`src/design/fsc_map.svh`:
```
`ifndef FSC_MAP_SVH
`define FSC_MAP_SVH
// widths of setting number and setting value
`define FSC_NO_W 4
`define FSC_VAL_W 12
// key indices into the key vector
`define FSC_K_PREV 0
`define FSC_K_NEXT 1
`define FSC_K_DOWN 2
`define FSC_K_UP 3
`define FSC_NKEYS 4
// setting number list and the one that opens the menu
`define FSC_NO_FIRST 4'h1
`define FSC_NO_LAST 4'hB
`define FSC_NO_START 4'h1
`define FSC_NO_FLICKER 4'h5
`define FSC_NO_SOFT 4'h1
`define FSC_NO_MKR4 4'h4
`define FSC_NO_CNTUNIT 4'h7
`define FSC_NO_REVSPD 4'h8
// value limits per setting
`define FSC_MAX_FLICKER 12'h008
`define FSC_MAX_SOFT 12'h009
`define FSC_MAX_MKR4 12'h013
`define FSC_MAX_CNTUNIT 12'h002
`define FSC_MAX_REVSPD 12'hBB8
`define FSC_MIN_REVSPD 12'h0B4
`define FSC_MAX_FLAG 12'h001
`define FSC_MIN_ZERO 12'h000
// factory values
`define FSC_DFLT_FLICKER 12'h000
`define FSC_DFLT_REVSPD 12'h0B4
`define FSC_DFLT_OTHER 12'h000
// cycles after reset release before the up key is sampled
`define FSC_BOOT_CYC 4'h3
// auto-repeat timing, milliseconds, and clock rate
`define FSC_RPT_FIRST_MS 500
`define FSC_RPT_NEXT_MS 100
`define FSC_CLK_KHZ 200000
`endif

```
`src/design/fsc_pkg.sv`:
```
`include "fsc_map.svh"
package fsc_pkg;
  typedef enum logic [1:0] {FSC_BOOT, FSC_NORMAL, FSC_SETTING} fsc_state_t;
  typedef logic [`FSC_NO_W-1:0] fsc_no_t;
  typedef logic [`FSC_VAL_W-1:0] fsc_val_t;
endpackage

```
`src/design/fsc_menu_ctrl.sv`:
```
`timescale 1ns/1ps
`include "fsc_map.svh"
module fsc_menu_ctrl #(
  parameter int RPT_FIRST_CYC = `FSC_RPT_FIRST_MS * (`FSC_CLK_KHZ),
  parameter int RPT_NEXT_CYC = `FSC_RPT_NEXT_MS * (`FSC_CLK_KHZ)
) (
  input wire logic clk_sys, // 200 MHz system clock
  input wire logic rst, // power-on reset, synchronous
  input wire logic ce, // clock enable, freezes all state
  input wire logic [`FSC_NKEYS-1:0] key_n, // front-panel keys, low = pressed
  input wire logic load_dflt, // writes factory values to storage
  output logic setting_mode, // high while in setting mode
  output logic normal_run, // high while in normal operation
  output fsc_pkg::fsc_no_t disp_no, // setting number shown
  output fsc_pkg::fsc_val_t disp_val, // setting value shown
  output logic [3:0] flicker_lvl // committed flicker reduction level
);
  fsc_pkg::fsc_state_t state_q; // operating state
  logic [3:0] boot_cnt_q; // waits for synchronisers to fill
  logic armed_q; // keys released since entering mode
  fsc_pkg::fsc_no_t sel_q; // selected setting number
  fsc_pkg::fsc_no_t sel_d; // number after a step
  fsc_pkg::fsc_val_t edit_q; // volatile edited value
  fsc_pkg::fsc_val_t stor_q [`FSC_NO_FIRST:`FSC_NO_LAST]; // retained storage
  fsc_pkg::fsc_no_t disp_no_q; // indicator number register
  fsc_pkg::fsc_val_t disp_val_q; // indicator value register
  logic [3:0] flicker_q; // flicker level register
  logic [`FSC_NKEYS-1:0] sync1_q; // first synchroniser stage
  logic [`FSC_NKEYS-1:0] sync2_q; // second stage, pressed = high
  logic [`FSC_NKEYS-1:0] step; // per-key step pulses
  logic in_set; // setting mode and armed
  logic do_next; // step forward this cycle
  logic do_prev; // step back this cycle
  logic do_up; // raise value this cycle
  logic do_down; // lower value this cycle
  logic boot_done; // up key may be sampled now

  // refused at elaboration: repeat timers need at least one cycle
  if (RPT_FIRST_CYC < 1 || RPT_NEXT_CYC < 1) begin : g_bad_cnt
    $error("fsc_menu_ctrl: repeat counts must be at least one cycle");
  end

  // upper value limit per setting
  function automatic fsc_pkg::fsc_val_t lim_max(input fsc_pkg::fsc_no_t no);
    case (no)
      `FSC_NO_SOFT: lim_max = `FSC_MAX_SOFT;
      `FSC_NO_MKR4: lim_max = `FSC_MAX_MKR4;
      `FSC_NO_FLICKER: lim_max = `FSC_MAX_FLICKER;
      `FSC_NO_CNTUNIT: lim_max = `FSC_MAX_CNTUNIT;
      `FSC_NO_REVSPD: lim_max = `FSC_MAX_REVSPD;
      default: lim_max = `FSC_MAX_FLAG;
    endcase
  endfunction

  // lower value limit per setting
  function automatic fsc_pkg::fsc_val_t lim_min(input fsc_pkg::fsc_no_t no);
    if (no == `FSC_NO_REVSPD) begin
      lim_min = `FSC_MIN_REVSPD;
    end else begin
      lim_min = `FSC_MIN_ZERO;
    end
  endfunction

  // factory value per setting
  function automatic fsc_pkg::fsc_val_t dflt(input fsc_pkg::fsc_no_t no);
    case (no)
      `FSC_NO_FLICKER: dflt = `FSC_DFLT_FLICKER;
      `FSC_NO_REVSPD: dflt = `FSC_DFLT_REVSPD;
      default: dflt = `FSC_DFLT_OTHER;
    endcase
  endfunction

  // per key: two-flop synchroniser and repeat generator
  genvar gk;
  generate
    for (gk = 0; gk < `FSC_NKEYS; gk++) begin : g_key
      always_ff @(posedge clk_sys) begin
        if (rst) begin
          sync1_q[gk] <= 1'b0;
          sync2_q[gk] <= 1'b0;
        end else if (ce) begin
          sync1_q[gk] <= ~key_n[gk];
          sync2_q[gk] <= sync1_q[gk];
        end
      end
      fsc_key_rpt #(
        .FIRST_CYC(RPT_FIRST_CYC),
        .NEXT_CYC(RPT_NEXT_CYC)
      ) u_rpt (
        .clk_sys(clk_sys),
        .rst(rst),
        .ce(ce),
        .key_lvl(sync2_q[gk]),
        .arm(armed_q),
        .step(step[gk])
      );
    end
  endgenerate

  // one action per cycle: next wins over previous over up over down
  assign in_set = ce && state_q == fsc_pkg::FSC_SETTING && armed_q;
  assign do_next = in_set && step[`FSC_K_NEXT];
  assign do_prev = in_set && !step[`FSC_K_NEXT] && step[`FSC_K_PREV];
  assign do_up = in_set && step[`FSC_K_NEXT:`FSC_K_PREV] == 2'b00 && step[`FSC_K_UP];
  assign do_down = in_set && step[`FSC_K_NEXT:`FSC_K_PREV] == 2'b00 && !step[`FSC_K_UP]
    && step[`FSC_K_DOWN];
  assign boot_done = boot_cnt_q == `FSC_BOOT_CYC;

  // next number, held at the ends of the list
  always_comb begin
    sel_d = sel_q;
    if (do_next && sel_q != `FSC_NO_LAST) begin
      sel_d = sel_q + `FSC_NO_FIRST;
    end else if (do_prev && sel_q != `FSC_NO_FIRST) begin
      sel_d = sel_q - `FSC_NO_FIRST;
    end
  end

  // power-on decision; only a new reset leaves setting mode
  always_ff @(posedge clk_sys) begin
    if (rst) begin
      state_q <= fsc_pkg::FSC_BOOT;
      boot_cnt_q <= 4'h0;
    end else if (ce) begin
      case (state_q)
        fsc_pkg::FSC_BOOT: begin
          if (!boot_done) begin
            boot_cnt_q <= boot_cnt_q + 4'h1;
          end else if (sync2_q[`FSC_K_UP]) begin
            state_q <= fsc_pkg::FSC_SETTING;
          end else begin
            state_q <= fsc_pkg::FSC_NORMAL;
          end
        end
        fsc_pkg::FSC_NORMAL: state_q <= fsc_pkg::FSC_NORMAL;
        fsc_pkg::FSC_SETTING: state_q <= fsc_pkg::FSC_SETTING;
        default: state_q <= fsc_pkg::FSC_BOOT;
      endcase
    end
  end

  // up key used to enter must be released before any key acts
  always_ff @(posedge clk_sys) begin
    if (rst) begin
      armed_q <= 1'b0;
    end else if (ce && state_q == fsc_pkg::FSC_SETTING && sync2_q == 4'h0) begin
      armed_q <= 1'b1;
    end
  end

  // selected number and its volatile edit copy; reset drops the edit
  always_ff @(posedge clk_sys) begin
    if (rst) begin
      sel_q <= `FSC_NO_START;
      edit_q <= `FSC_MIN_ZERO;
    end else if (ce) begin
      if (state_q == fsc_pkg::FSC_BOOT) begin
        edit_q <= stor_q[`FSC_NO_START];
      end else if (do_next || do_prev) begin
        sel_q <= sel_d;
        // at a list end the storage write lands this edge, so keep the edit shown
        edit_q <= (sel_d == sel_q) ? edit_q : stor_q[sel_d];
      end else if (do_up && edit_q < lim_max(sel_q)) begin
        edit_q <= edit_q + 12'h001;
      end else if (do_down && edit_q > lim_min(sel_q)) begin
        edit_q <= edit_q - 12'h001;
      end
    end
  end

  // retained storage: no reset, it models the non-volatile copy
  always_ff @(posedge clk_sys) begin
    if (ce) begin
      if (load_dflt) begin
        for (int i = `FSC_NO_FIRST; i <= `FSC_NO_LAST; i++) begin
          stor_q[i] <= dflt(`FSC_NO_W'(i));
        end
      end else if (do_next || do_prev) begin
        stor_q[sel_q] <= edit_q;
      end
    end
  end

  // indicator and committed outputs
  always_ff @(posedge clk_sys) begin
    if (rst) begin
      disp_no_q <= `FSC_NO_START;
      disp_val_q <= `FSC_MIN_ZERO;
      flicker_q <= 4'h0;
    end else if (ce) begin
      disp_no_q <= sel_q;
      disp_val_q <= edit_q;
      // normal mode uses only committed values
      if (state_q == fsc_pkg::FSC_NORMAL) begin
        flicker_q <= stor_q[`FSC_NO_FLICKER][3:0];
      end
    end
  end

  assign setting_mode = state_q == fsc_pkg::FSC_SETTING;
  assign normal_run = state_q == fsc_pkg::FSC_NORMAL;
  assign disp_no = disp_no_q;
  assign disp_val = disp_val_q;
  assign flicker_lvl = flicker_q;
endmodule

```
`src/design/fsc_key_rpt.sv`:
```
`timescale 1ns/1ps
`include "fsc_map.svh"
module fsc_key_rpt #(
  parameter int FIRST_CYC = 100,
  parameter int NEXT_CYC = 20
) (
  input wire logic clk_sys, // system clock
  input wire logic rst, // synchronous reset
  input wire logic ce, // clock enable, freezes all state
  input wire logic key_lvl, // synchronised key level, high = pressed
  input wire logic arm, // keys accepted only while high
  output logic step // one-cycle step pulse
);
  logic prev_q; // key level one cycle ago
  logic [31:0] cnt_q; // cycles left until next repeat
  logic step_q; // registered step pulse

  // refused at elaboration: a zero count would wrap the timer to its largest value
  if (FIRST_CYC < 1 || NEXT_CYC < 1) begin : g_bad_cnt
    $error("fsc_key_rpt: repeat counts must be at least one cycle");
  end

  // press edge gives one step, holding repeats after FIRST_CYC, then every NEXT_CYC
  always_ff @(posedge clk_sys) begin
    if (rst) begin
      prev_q <= 1'b0;
      cnt_q <= 32'h00000000;
      step_q <= 1'b0;
    end else if (ce) begin
      prev_q <= key_lvl;
      if (!key_lvl || !arm) begin
        // released or not armed: no steps, timer idle
        cnt_q <= 32'h00000000;
        step_q <= 1'b0;
      end else if (!prev_q) begin
        step_q <= 1'b1;
        cnt_q <= 32'(FIRST_CYC - 1);
      end else if (cnt_q == 32'h00000000) begin
        step_q <= 1'b1;
        cnt_q <= 32'(NEXT_CYC - 1);
      end else begin
        step_q <= 1'b0;
        cnt_q <= cnt_q - 32'h00000001;
      end
    end
  end

  assign step = step_q;
endmodule

```
`config.mk`:
```
export PLATFORM = sky130hd
export DESIGN_NAME = fsc_menu_ctrl
export DESIGN_NICKNAME = d
export VERILOG_FILES = /design/src/design/fsc_pkg.sv /design/src/design/fsc_menu_ctrl.sv /design/src/design/fsc_key_rpt.sv
export VERILOG_INCLUDE_DIRS = /design/src /design/src/design
export SDC_FILE = /design/constraint.sdc
export NUM_CORES = 1
export LEC_CHECK = 0
export BUFFER_PORTS_ARGS = -buffer_cell sky130_fd_sc_hd__buf_2
export CORE_ASPECT_RATIO = 1.4
export CORE_UTILIZATION = 55
export CTS_CLUSTER_SIZE = 8
export DETAILED_ROUTE_END_ITERATION = 8
export PLACE_DENSITY = 0.75
export SYNTH_ARGS = -nofsm -noshare
export SYNTH_HDL_FRONTEND = slang
export SYNTH_HIERARCHICAL = 1
export SYNTH_SLANG_ARGS = --single-unit
```
`constraint.sdc`:
```
create_clock -name clk_sys -period 4.6 [get_ports clk_sys]
set_clock_uncertainty 0.15 [all_clocks]
set_input_delay 0.23 -clock clk_sys [delete_from_list [all_inputs] [get_ports clk_sys]]
set_output_delay 0.23 -clock clk_sys [all_outputs]
set_load 0.02 [all_outputs]
```
==> metrics.yaml, run 1 <==
clock_network:
  cts_tree: "done"
  clock_latency_ns: 0.59
  cts_buffers: 53
  cts_root_buf: "clkbuf_16"
  htree_levels: 2
  postCtsSetupRepairBufs: 0
  cts.sinks: 379
  cts_max_path_buffers: 3
  path_clk_slew_ns: 0.05
critical_path:
  max_stage_delay_ns: 0.41
  path_depth: 19
  critPathArrivalTime_ns: 4.63
  reg2regPathDepth: 19
  r2r-start: "sel_q[0]"
  required_ns: 4.95
  cp_cell_sequence: "inv_2 > ha_1 > o21ai_1 > ha_1 > o311ai_1 > a31oi_1 > o21a_1 > o21ai_0 > nand2b_2 > buf_4 > ha_1 > nand2_1 > nand2_1 > a31oi_2 > o21ai_2 > nor4_1 > o21ai_0 > mux2_1 > a31oi_1"
  worst-path-max-fanout: 8
  r2r_end: "edit_q[11]"
  cp-end-kind: "flop"
  crit_family: "compound AO/OA/AOI/OAI gates"
  cp.buffers_inverters: 2
  worstSetupStartpointType: "flop"
  critPathKind: "reg2reg"
  crit_top_cell: "ha_1"
  slowest_stage: "dfxtp_1"
  worst-r2r-setup-slack_ns: 0.32
timing:
  finalSetupViolCount: 0
  fin_tns_setup_ns: 0
  post-route-min-period_ns: 4.28
  finalHoldViolCount: 0
  finalMaxSlewViolations: 0
  rsz0062_at_grt: "no"
  relSlewSlack_pct: 14.5
  period_share_pct: 93.1
  fmax_mhz: 234
  hold_ws_ns: 0.159
  worstMarginPinSlew_ns: 1.27
hold_path:
  min_from: "load_dflt"
  min_path_type: "in2reg"
  whs_path_depth: 4
  hold_end: "stor_q[5][2]"
global_routing:
  grt_pass1_vias: 15934
  grt-ovfl-total: 0
  grt_max_degree: 59
  track_usage_pct: 29.4
  antenna_found_initial: 0
  grt_pass1_wl_um: 85500
synth:
  synth-edff-count: 192
  synth-seq-area-share_pct: 47.8
  ys.flop_type: "edfxtp_1"
  postSynthCellCount: 2037
  synth_cell_types: 90
  ys_ff_latch: 379
  async_flop_share_pct: 0
  avgSynthCellArea_um2: 9.77
  netlist_area_mm2: 0.0199
  ys_warn_count: 6
  synth_fp_nets: 2079
layout:
  seq_area_mm2: 0.00951
  layoutNonFillerInstCount: 2519
  fin_nets: 2074
  diodes: 0
  multi_input_area_mm2: 0.00956
  fillers: 2891
  syn2layout_area_growth_pct: 10.8
  fin_area_mm2: 0.0221
  drive_above_1_share_pct: 12.4
  final_common_cell: "edfxtp_1"
  final_cell_mix: "192 x edfxtp_1, 186 x dfxtp_1, 140 x nand2_1, 134 x a21oi_1, 126 x and2_1"
routing:
  viasPerCell: 6.62
  route.detailed.drc: 0
  drtAntennaViolNets: 0
  drtPass1Iterations: 6
  drt-total-wl_um: 54400
  wire_per_inst_um: 21.6
  vias: 16670
  drtIter0Drc: 1720
power:
  cellLeakagePower_uw: 0.00819
  vdd_drop_max_mv: 0.366
  p_per_area_mw_per_mm2: 346
die:
  row_count: 82
  die_y_um: 227
  start_util_pct: 55.7
  die_w_um: 163
  die-area_mm2: 0.0370
  coreArea_mm2: 0.0357
  ios: 30
run:
  maxCapViolCount: 0
placed_design:
  gp_congestion: 0.954
  place_inst: 2433
  hpwl_um: 35800
  dpl_cell_area_mm2: 0.0205
  io_buffers: 29
run_status:
  status: "completed"
[stage by stage]
step                setup WS [ns]  total power, µW  util, %
floorplan                   0.132             3970        -
global placement            0.136             4110     57.3
detailed placement         0.0887             4120     57.3
CTS                        0.0168             7660     61.6
global route              0.00883             7850     61.8
finish                      0.318             7630     61.8
[layout make-up]
type | count | area share (%)
clock inverters | 4 | 0.306
well taps | 462 | 2.62
clock buffers | 76 | 6.41
flip-flops and latches | 379 | 43.1
repair buffers | 106 | 3.43
inverters | 45 | 0.766
multi-input cells | 1447 | 43.3
[synth_stat cells, types with 7 or more instances]
library cell,instances,share of area [%]
edfxtp_1,192,29
dfxtp_1,187,19
nand2_1,140,2.6
a21oi_1,134,3.4
and2_1,126,4.0
nor2_1,122,2.3
o21ai_0,117,2.9
clkbuf_1,106,2.0
nor3_1,86,2.2
a31oi_1,66,2.1
nand3_1,53,1.3
mux2i_1,52,2.6
nand4_1,47,1.5
inv_1,44,0.83
and3_1,38,1.2
a211oi_1,37,1.4
ha_1,33,2.1
or4_1,33,1.2
buf_2,31,0.78
nor4_1,31,0.97
mux4_2,23,2.6
nand3b_1,18,0.68
or3_1,17,0.53
buf_1,14,0.26
a311oi_1,13,0.57
xnor2_1,13,0.57
a21o_1,12,0.45
o21ai_1,12,0.30
nand2b_1,10,0.31
o211ai_1,9,0.34
or4b_1,9,0.45
a221oi_1,8,0.35
a22oi_1,8,0.30
buf_6,8,0.45
nor2b_1,8,0.25
nor3b_1,8,0.30
nor4_2,8,0.50
o311ai_0,8,0.35
or2_2,8,0.25
o31ai_1,7,0.26
[power breakdown]
group	switching, µW	internal (µW)
Clock	1440	2110
Sequential	41.9	3630
Combinational	271	139
[logic make-up after synthesis]
logic type               share of synthesized area, %
flip-flops                                       47.8
AO/OA/AOI/OAI                                    16.4
XOR/XNOR                                        0.836
adder cells (fa/ha/maj)                          2.18
AND/OR/NAND/NOR                                  22.9
buffers and inverters                            4.56
multiplexers                                     5.44
[routing by layer]
metal | track usage, % | up-vias | share of wire [%]
li1 | - | 7684 | -
met4 | 15.0 | 0 | 4.7
met2 | 51.8 | 689 | 50
met1 | 35.2 | 8115 | 39
met5 | 0 | - | 0
met3 | 3.84 | 182 | 6.2
[worst register-to-register path: cells and delay by family (launching register included)]
family | cells | cell delay [ns]
DFF | 1 | 0.41
muxes | 1 | 0.31
adders and majority gates | 3 | 0.83
buffers and inverters | 2 | 0.28
and+or+nand+nor | 4 | 0.53
AOI/OAI and AO/OA | 9 | 1.69
[registers in the layout (all words and copies together), names as in the netlist]
signal and cells:
g_key.u_rpt/step 4, sync1_q 4, flicker_lvl 4, armed_q 1
g_key.u_rpt/cnt_q 128, state_q 2, stor_q 192, sync2_q 4
sel_q 4, edit_q 12, disp_no 4, g_key.u_rpt/prev_q 4
disp_val 12, boot_cnt_q 4
[worst max-delay path by stage]
stage | end | start | slack, ns
floorplan | edit_q[11] | sel_q[0] | 0.13
global placement | edit_q[11] | sel_q[0] | 0.14
detailed placement | edit_q[11] | sel_q[0] | 0.09
CTS | edit_q[11] | sel_q[0] | 0.02
global route | edit_q[11] | sel_q[0] | 0.009
finish | edit_q[11] | sel_q[0] | 0.32
[what timing repair did]
| item | in CTS | in global routing |
|---|---|---|
| resized for setup | 0 | 13 |
| hold buffers | 6 | 0 |
| hold endpoints to repair | 14 | 0 |
| setup endpoints to repair | 0 | 3 |
(Power assumes the default switching activity.)
==> run 2: changes to the inputs <==
ABC_AREA = 1   (was not set)
==> run 2 against run 1 <==
Global-route usage is 0.19 points lower. Worst setup slack better by 0.19 ns. Sequential cell count stayed put. Combinational power grew 15%. Sequential share of layout area fell by 3.0 points. Count of clock-buffer cells in the layout increased by 8. Worst hold slack worse by 0.043 ns.
==> metrics.yaml, run 2 <==
run_status:
  status: "completed"
timing:
  period_share_pct: 89.0  # -4.1 points
  finalMaxSlewViolations: 0  # unchanged
  relSlewSlack_pct: 30.4  # +16 points
  fmax_mhz: 244  # +4.6%
  finalSetupViolCount: 0  # unchanged
  worstMarginPinSlew_ns: 1.04  # -0.230 ns
  finalHoldViolCount: 0  # unchanged
  fin_tns_setup_ns: 0  # unchanged
  rsz0062_at_grt: "no"
  post-route-min-period_ns: 4.09  # -0.189 ns
critical_path:
  critPathKind: "reg2reg"
  r2r_end: "edit_q[8]"
  worst-path-max-fanout: 13  # +5
  worst-r2r-setup-slack_ns: 0.51  # +0.19 ns
  critPathLaunch: "sel_q[1]"
  reg2regPathDepth: 23  # +4
  critPathArrivalTime_ns: 4.44  # -0.19 ns
  worstSetupStartpointType: "flop"
  required_ns: 4.95  # about the same
  cp-end-kind: "flop"
  r2r-start: "sel_q[1]"
die:
  die_y_um: 237  # +4.2%
  start_util_pct: 56.1  # +0.33 points
  coreArea_mm2: 0.0386  # +8.1%
  die-area_mm2: 0.0402  # +8.7%
  die_w_um: 170  # +4.2%
  row_count: 85  # +3.7%
  ios: 30  # unchanged
power:
  switchingPower_uw: 1840  # +5.0%
  share_comb_of_total_power_pct: 6.1  # +0.7 points
  p_int_uw: 5890  # +0.23%
  cellLeakagePower_uw: 0.0103  # +26%
  p_per_area_mw_per_mm2: 327  # -5.6%
  seqPwrFrac_pct: 47.3  # -0.8 points
  vdd_drop_max_mv: 0.344  # -6.1%
  p_sw_share_pct: 23.9  # +0.84 points
  clockPowerShare_pct: 46.6  # about the same
hold_path:
  min_from: "ce"
  min_path_type: "in2reg"
  hold_end: "sync1_q[1]"
  whs_path_depth: 3  # -1
global_routing:
  grt-ovfl-total: 0  # unchanged
  grt_pass1_wl_um: 93400  # +9.2%
  track_usage_pct: 29.3  # -0.19 points
  antenna_found_initial: 0  # unchanged
  grt_pass1_vias: 18440  # +16%
  grt_max_degree: 85  # +44%
clock_network:
  cts_buffers: 53  # unchanged
  cts_max_path_buffers: 3  # unchanged
  cts_tree: "done"
  cts.sinks: 379  # unchanged
  htree_levels: 2  # unchanged
  path_clk_slew_ns: 0.05  # about the same
  cts_root_buf: "clkbuf_16"
  clock_latency_ns: 0.58  # about the same
synth:
  synth-edff-count: 192  # unchanged
  synth_fp_nets: 2944  # +42%
  synth.most_common_cell: "nand2_1"
  synth_top_family_by_area: "simple AND/OR/NAND/NOR gates"
  ys_ff_latch: 379  # unchanged
  ys_warn_count: 6  # unchanged
  ys.flop_type: "edfxtp_1"
  synth_compound_area_share_pct: 9.47  # -6.9 points
  synth_xor_area_share_pct: 1.90  # +1.1 points
  postSynthCellCount: 2902  # +42%
  synth_top_area_cell: "edfxtp_1"
  yosys.area_share.simple_pct: 33.9  # +11 points
  synth-seq-area-share_pct: 43.9  # -3.8 points
  synthTopCellsByArea: "edfxtp_1 27%, dfxtp_1 17%, nand2_1 14%"
  async_flop_share_pct: 0  # unchanged
  avgSynthCellArea_um2: 7.46  # -24%
  netlist_area_mm2: 0.0216  # +8.8%
  yosys.area_share.adder_pct: 2.00  # -0.18 points
  synthMuxAreaShare_pct: 0  # -5.4 points
  synth_cell_types: 49  # -46%
  synthDominantCellAreaShare_pct: 26.6  # -2.3 points
  synth.top_cells.by_count: "829 x nand2_1, 376 x nor2_1, 319 x inv_1"
placed_design:
  dpl_cell_area_mm2: 0.0221  # +8.1%
  io_buffers: 29  # unchanged
  hpwl_um: 39900  # +11%
  gp_congestion: 0.954  # about the same
layout:
  largest_reg_flops: 192  # unchanged
  final_common_cell: "nand2_1"
  fin_area_mm2: 0.0237  # +7.3%
  fillers: 3463  # +20%
  fin_nets: 2949  # +42%
  final_cell_mix: "828 x nand2_1, 376 x nor2_1, 319 x inv_1, 270 x nand3_1, 192 x edfxtp_1"
  reg.largest.list: "stor_q: 192 flops, g_key.u_rpt/cnt_q: 128 flops"
  largest_register: "stor_q"
  syn2layout_area_growth_pct: 9.35
  drive_above_1_share_pct: 10.6  # -1.8 points
  diodes: 0  # unchanged
routing:
  drtIter0Drc: 1644  # -4.4%
  route.detailed.drc: 0  # unchanged
  drtPass1Iterations: 6  # unchanged
  drtAntennaViolNets: 0  # unchanged
  wire_per_inst_um: 17.0  # -21%
  viasPerCell: 5.56  # -16%
  drt-total-wl_um: 58700  # +7.9%
  vias: 19243  # +15%
run:
  maxCapViolCount: 0  # unchanged
[run 2: cell families (layout without fill, tap and decap cells)]
group,Yosys count,count (layout)
AND/OR/NAND/NOR,1655,1655
buffers and inverters,457,494
flip-flops,379,379
AO/OA/AOI/OAI,330,330
XOR/XNOR,47,47
adder cells (fa/ha/maj),34,34
[run 2: power groups by stage]
stage	sequential [µW]	clock, µW	combinational (µW)
2_1_floorplan	3720	0	303
3_3_place_gp	3720	0	448
3_5_place_dp	3720	0	458
4_1_cts	3650	3630	464
5_1_grt	3660	3770	516
6_report	3660	3600	469
[run 2: worst max path at each step]
stage                           end  slack, ns  depth (start not counted)
after floorplan           edit_q[8]       0.70                         24
after global placement    edit_q[8]       0.37                         24
after detailed placement  edit_q[9]       0.24                         19
after CTS                 edit_q[8]       0.24                         24
after global routing      edit_q[8]        0.1                         26
final                     edit_q[8]       0.51                         23
[run 2: critical path: stages, from the launching register on]
cell,delay (ns)
dfxtp_1,0.34
inv_1,0.15
ha_1,0.23
nand3_2,0.22
ha_1,0.37
nand2_1,0.06
a21oi_1,0.08
nor4_1,0.41
nand2_2,0.30
ha_1,0.44
a21oi_1,0.21
nand2_1,0.08
nand2_1,0.08
nand2_1,0.05
nand2_1,0.05
nand2_1,0.08
a31o_2,0.21
a21oi_1,0.10
o21ai_0,0.10
nand2_1,0.06
inv_1,0.04
nand2_1,0.05
nand2_1,0.05
a21oi_1,0.10
[run 2: layer usage]
metal  up-vias  part of all wire (%)  GRT usage (%)
met3       201                   6.3           3.81
met5         -                     0              0
met4         0                   5.1           15.8
met2       719                    50           51.4
li1       9343                     -              -
met1      8980                    39           34.4
[run 2: final cells by class]
| cell class | instances | area (µm²) | share of cell area (%) |
|---|---|---|---|
| multi-input combinational | 2066 | 10300 | 43.3 |
| tap | 522 | 653 | 2.76 |
| timing repair buffer | 68 | 484 | 2.05 |
| sequential | 379 | 9510 | 40.2 |
| clock inverter | 3 | 45.0 | 0.190 |
| clock buffer | 84 | 1450 | 6.14 |
| inverter | 339 | 1270 | 5.38 |
[run 2: timing repair]
item,in CTS,in global routing
hold buffers,5,0
resized for setup,0,2
hold endpoints to repair,42,0
endpoints found under the setup margin,0,5
buffers inserted,0,0
[run 2: through the flow]
step	hold slack, ns	util, %	power [µW]	worst slack, ns	instances
final	0.116	61.3	7730	0.507	3461
after global routing	0.129	61.3	7950	0.0985	3461
after CTS	0.103	61.3	7750	0.239	3461
after detailed placement	0.262	57.3	4180	0.243	3369
after global placement	0.260	57.3	4170	0.367	3369
after floorplan	0.142	-	4020	0.704	2902
==> run 3: changes to the inputs <==
BUFFER_PORTS_ARGS = -buffer_cell sky130_fd_sc_hd__buf_4   (was -buffer_cell sky130_fd_sc_hd__buf_2)
CELL_PAD_IN_SITES_DETAIL_PLACEMENT = 1   (was not set)
CELL_PAD_IN_SITES_GLOBAL_PLACEMENT = 1   (was not set)
CORE_UTILIZATION = 44   (was 55)
PLACE_DENSITY = 0.78   (was 0.75)
SYNTH_HIERARCHICAL = not set   (was 1)
==> run 3 against run 2 <==
Critical path depth is 5 lower. Core utilization is 12 points lower. Synthesized area is 9.7% lower. Register-to-register slack worse by 0.15 ns. Count of clock-buffer cells in the layout is 2 lower. Critical endpoint is now edit_q[9]. Non-clock buffer count is 5 higher. Worst setup slack worse by 0.15 ns. Sequential share of layout area is 3.4 points higher.
==> metrics.yaml, run 3 <==
layout:
  syn2layout_area_growth_pct: 11.7
  final_common_cell: "nand2_1"
  reg.largest.list: "stor_q: 192 flops, g_key.u_rpt.cnt_q: 128 flops"
  diodes: 0  # unchanged
  fillers: 5333  # +54%
  layoutNonFillerInstCount: 3031  # -12%
  largest_reg_flops: 192  # unchanged
  final_cell_mix: "421 x nand2_1, 406 x nor2_1, 238 x inv_1, 192 x edfxtp_1, 187 x dfxtp_1"
  drive_above_1_share_pct: 7.40  # -3.2 points
  largest_register: "stor_q"
  fin_nets: 2488  # -16%
clock_network:
  clock_latency_ns: 0.60  # +0.02 ns
  cts_buffers: 53  # unchanged
  cts_max_path_buffers: 3  # unchanged
  cts_root_buf: "clkbuf_16"
  htree_levels: 2  # unchanged
  path_clk_slew_ns: 0.05  # about the same
  cts.sinks: 379  # unchanged
  cts_tree: "done"
routing:
  viasPerCell: 5.66  # +1.9%
  vias: 17164  # -11%
  drtAntennaViolNets: 0  # unchanged
  drt-total-wl_um: 62600  # +6.7%
  drtPass1Iterations: 5  # -1
  route.detailed.drc: 0  # unchanged
  drtIter0Drc: 876  # -47%
  wire_per_inst_um: 20.6  # +22%
die:
  row_count: 91  # +7.1%
  die_w_um: 180  # +6.2%
  die-area_mm2: 0.0453  # +13%
  start_util_pct: 44.5  # -12 points
  die_y_um: 251  # +6.2%
  coreArea_mm2: 0.0439  # +14%
  ios: 30  # unchanged
critical_path:
  critPathArrivalTime_ns: 4.60  # +0.16 ns
  worstSetupStartpointType: "flop"
  required_ns: 4.96  # about the same
  worst-path-max-fanout: 10  # -3
  critPathKind: "reg2reg"
  cp-end-kind: "flop"
timing:
  finalMaxSlewViolations: 0  # unchanged
  period_share_pct: 92.2  # +3.2 points
  finalHoldViolCount: 0  # unchanged
  post-route-min-period_ns: 4.24  # +0.149 ns
  worstMarginPinSlew_ns: 1.30  # +0.253 ns
  relSlewSlack_pct: 13.1  # -17 points
  fin_tns_setup_ns: 0  # unchanged
  rsz0062_at_grt: "no"
  fmax_mhz: 236  # -3.5%
  finalSetupViolCount: 0  # unchanged
global_routing:
  grt_max_degree: 68  # -20%
  track_usage_pct: 27.9  # -1.3 points
  grt_pass1_wl_um: 99500  # +6.5%
  antenna_found_initial: 0  # unchanged
  grt-ovfl-total: 0  # unchanged
  grt_pass1_vias: 18459  # +0.10%
synth:
  netlist_area_mm2: 0.0196  # -9.7%
  synth-edff-count: 192  # unchanged
  ys_ff_latch: 379  # unchanged
  synth.most_common_cell: "nand2_1"
  synth.top_cells.by_count: "422 x nand2_1, 406 x nor2_1, 239 x inv_1"
  synthDominantCellAreaShare_pct: 29.5  # +2.9 points
  avgSynthCellArea_um2: 8.05  # +7.9%
  synth_fp_nets: 2475  # -16%
  synth_cell_types: 61  # +24%
  synthTopCellsByArea: "edfxtp_1 29%, dfxtp_1 19%, nand2_1 8.1%"
  postSynthCellCount: 2429  # -16%
  synth_top_area_cell: "edfxtp_1"
  ys.flop_type: "edfxtp_1"
  async_flop_share_pct: 0  # unchanged
  ys_warn_count: 0  # -6
  synth-seq-area-share_pct: 48.6  # +4.7 points
power:
  switchingPower_uw: 2060  # +12%
  clockPowerShare_pct: 45.5  # -1.1 points
  p_sw_share_pct: 25.5  # +1.6 points
  seqPwrFrac_pct: 45.7  # -1.6 points
  vdd_drop_max_mv: 0.282  # -18%
  share_comb_of_total_power_pct: 8.9  # +2.8 points
  p_per_area_mw_per_mm2: 371  # +14%
  p_int_uw: 6040  # +2.7%
  power_uw: 8110  # +4.9%
  cellLeakagePower_uw: 0.00907  # -12%
run_status:
  status: "completed"
hold_path:
  min_path_type: "in2reg"
placed_design:
  io_buffers: 29  # unchanged
  place_inst: 2938  # -13%
  hpwl_um: 42400  # +6.2%
  gp_congestion: 0.862  # -9.6%
run:
  maxCapViolCount: 0  # unchanged
[run 3: cell count changes after synthesis, moves of 22 or more]
cell	before	now
nand2_1	829	422
nand3_1	271	154
inv_1	319	239
o211ai_1	10	71
o21ai_0	69	116
nor3_1	18	50
nor2_1	376	406
nor2_4	31	2
buf_2	45	17
nor2_2	29	4
clkbuf_1	50	73
xor2_1	31	53
[run 3: per-layer routing]
| metal | wire length [µm] | part of all wire (%) | global-route usage [%] | vias up |
|---|---|---|---|---|
| met3 | 2620 | 4.2 | 3.75 | 169 |
| met1 | 24000 | 38 | 30.3 | 8490 |
| met5 | 0 | 0 | 0 | - |
| met2 | 32900 | 53 | 52.9 | 369 |
| li1 | - | - | - | 8136 |
| met4 | 3100 | 4.9 | 14.1 | 0 |
[run 3: per-stage QoR]
| step | util, % | area, µm² | worst slack, ns | hold WS [ns] |
|---|---|---|---|---|
| 2_1_floorplan | - | 19600 | 1.04 | 0.174 |
| 3_3_place_gp | 46.1 | 20200 | 0.557 | 0.261 |
| 3_5_place_dp | 46.1 | 20200 | 0.327 | 0.263 |
| 4_1_cts | 49.6 | 21800 | 0.278 | 0.0985 |
| 5_1_grt | 49.7 | 21800 | 0.0313 | 0.155 |
| 6_report | 49.7 | 21800 | 0.358 | 0.120 |
[run 3: layout make-up]
class                      count  area [µm²]  area share (%)
sequential                   379        9510            43.5
multi-input combinational   1691        8590            39.3
timing repair buffer          73         598            2.74
clock inverter                 4        92.6           0.424
tap                          558         698            3.20
clock buffer                  82        1440            6.57
inverter                     244         917            4.20
[run 3: cell families after synthesis]
family / count (synthesis) / share of synthesized area (%)
compound gates: 425 / 12.4
xor+xnor: 78 / 3.57
fa+ha+maj: 38 / 2.47
buf+inv: 359 / 7.58
flops: 379 / 48.6
simple gates: 1150 / 25.3
[run 3: path summary, 6_finish.rpt]
path | startpoint | to | slack [ns] | cells after the start
min | load_dflt | stor_q[8][4] | 0.12 | 5
max | sel_q[0] | edit_q[9] | 0.36 | 18
min reg2reg | boot_cnt_q[3] | boot_cnt_q[3] | 0.32 | 1
max reg2reg | sel_q[0] | edit_q[9] | 0.36 | 18
[run 3: power by group through the flow]
stage	Sequential (µW)	Clock [µW]	Combinational, µW
6_report	3700	3690	718
5_1_grt	3710	3870	799
4_1_cts	3700	3740	718
3_5_place_dp	3770	0	707
3_3_place_gp	3760	0	684
2_1_floorplan	3750	0	493
[run 3: critical path, stage by stage, from the launching register on]
cell and delay (ns):
dfxtp_1 0.36, inv_1 0.23, ha_2 0.28, nand3_1 0.23
ha_1 0.39, a21oi_1 0.14, o21ai_0 0.10, nor3_1 0.30
nand2_2 0.24, ha_1 0.43, inv_1 0.10, nor3_1 0.32
a21oi_1 0.16, o21ai_0 0.22, xor2_1 0.16, o21ai_0 0.09
inv_1 0.09, nand2_1 0.05, a21oi_1 0.12
[run 3: repair_timing]
item | CTS | global route
buffers inserted | 0 | 2
hold buffers | 5 | 0
endpoints found under the setup margin | 0 | 2
hold endpoints to repair | 33 | 0
gates resized for setup | 0 | 1
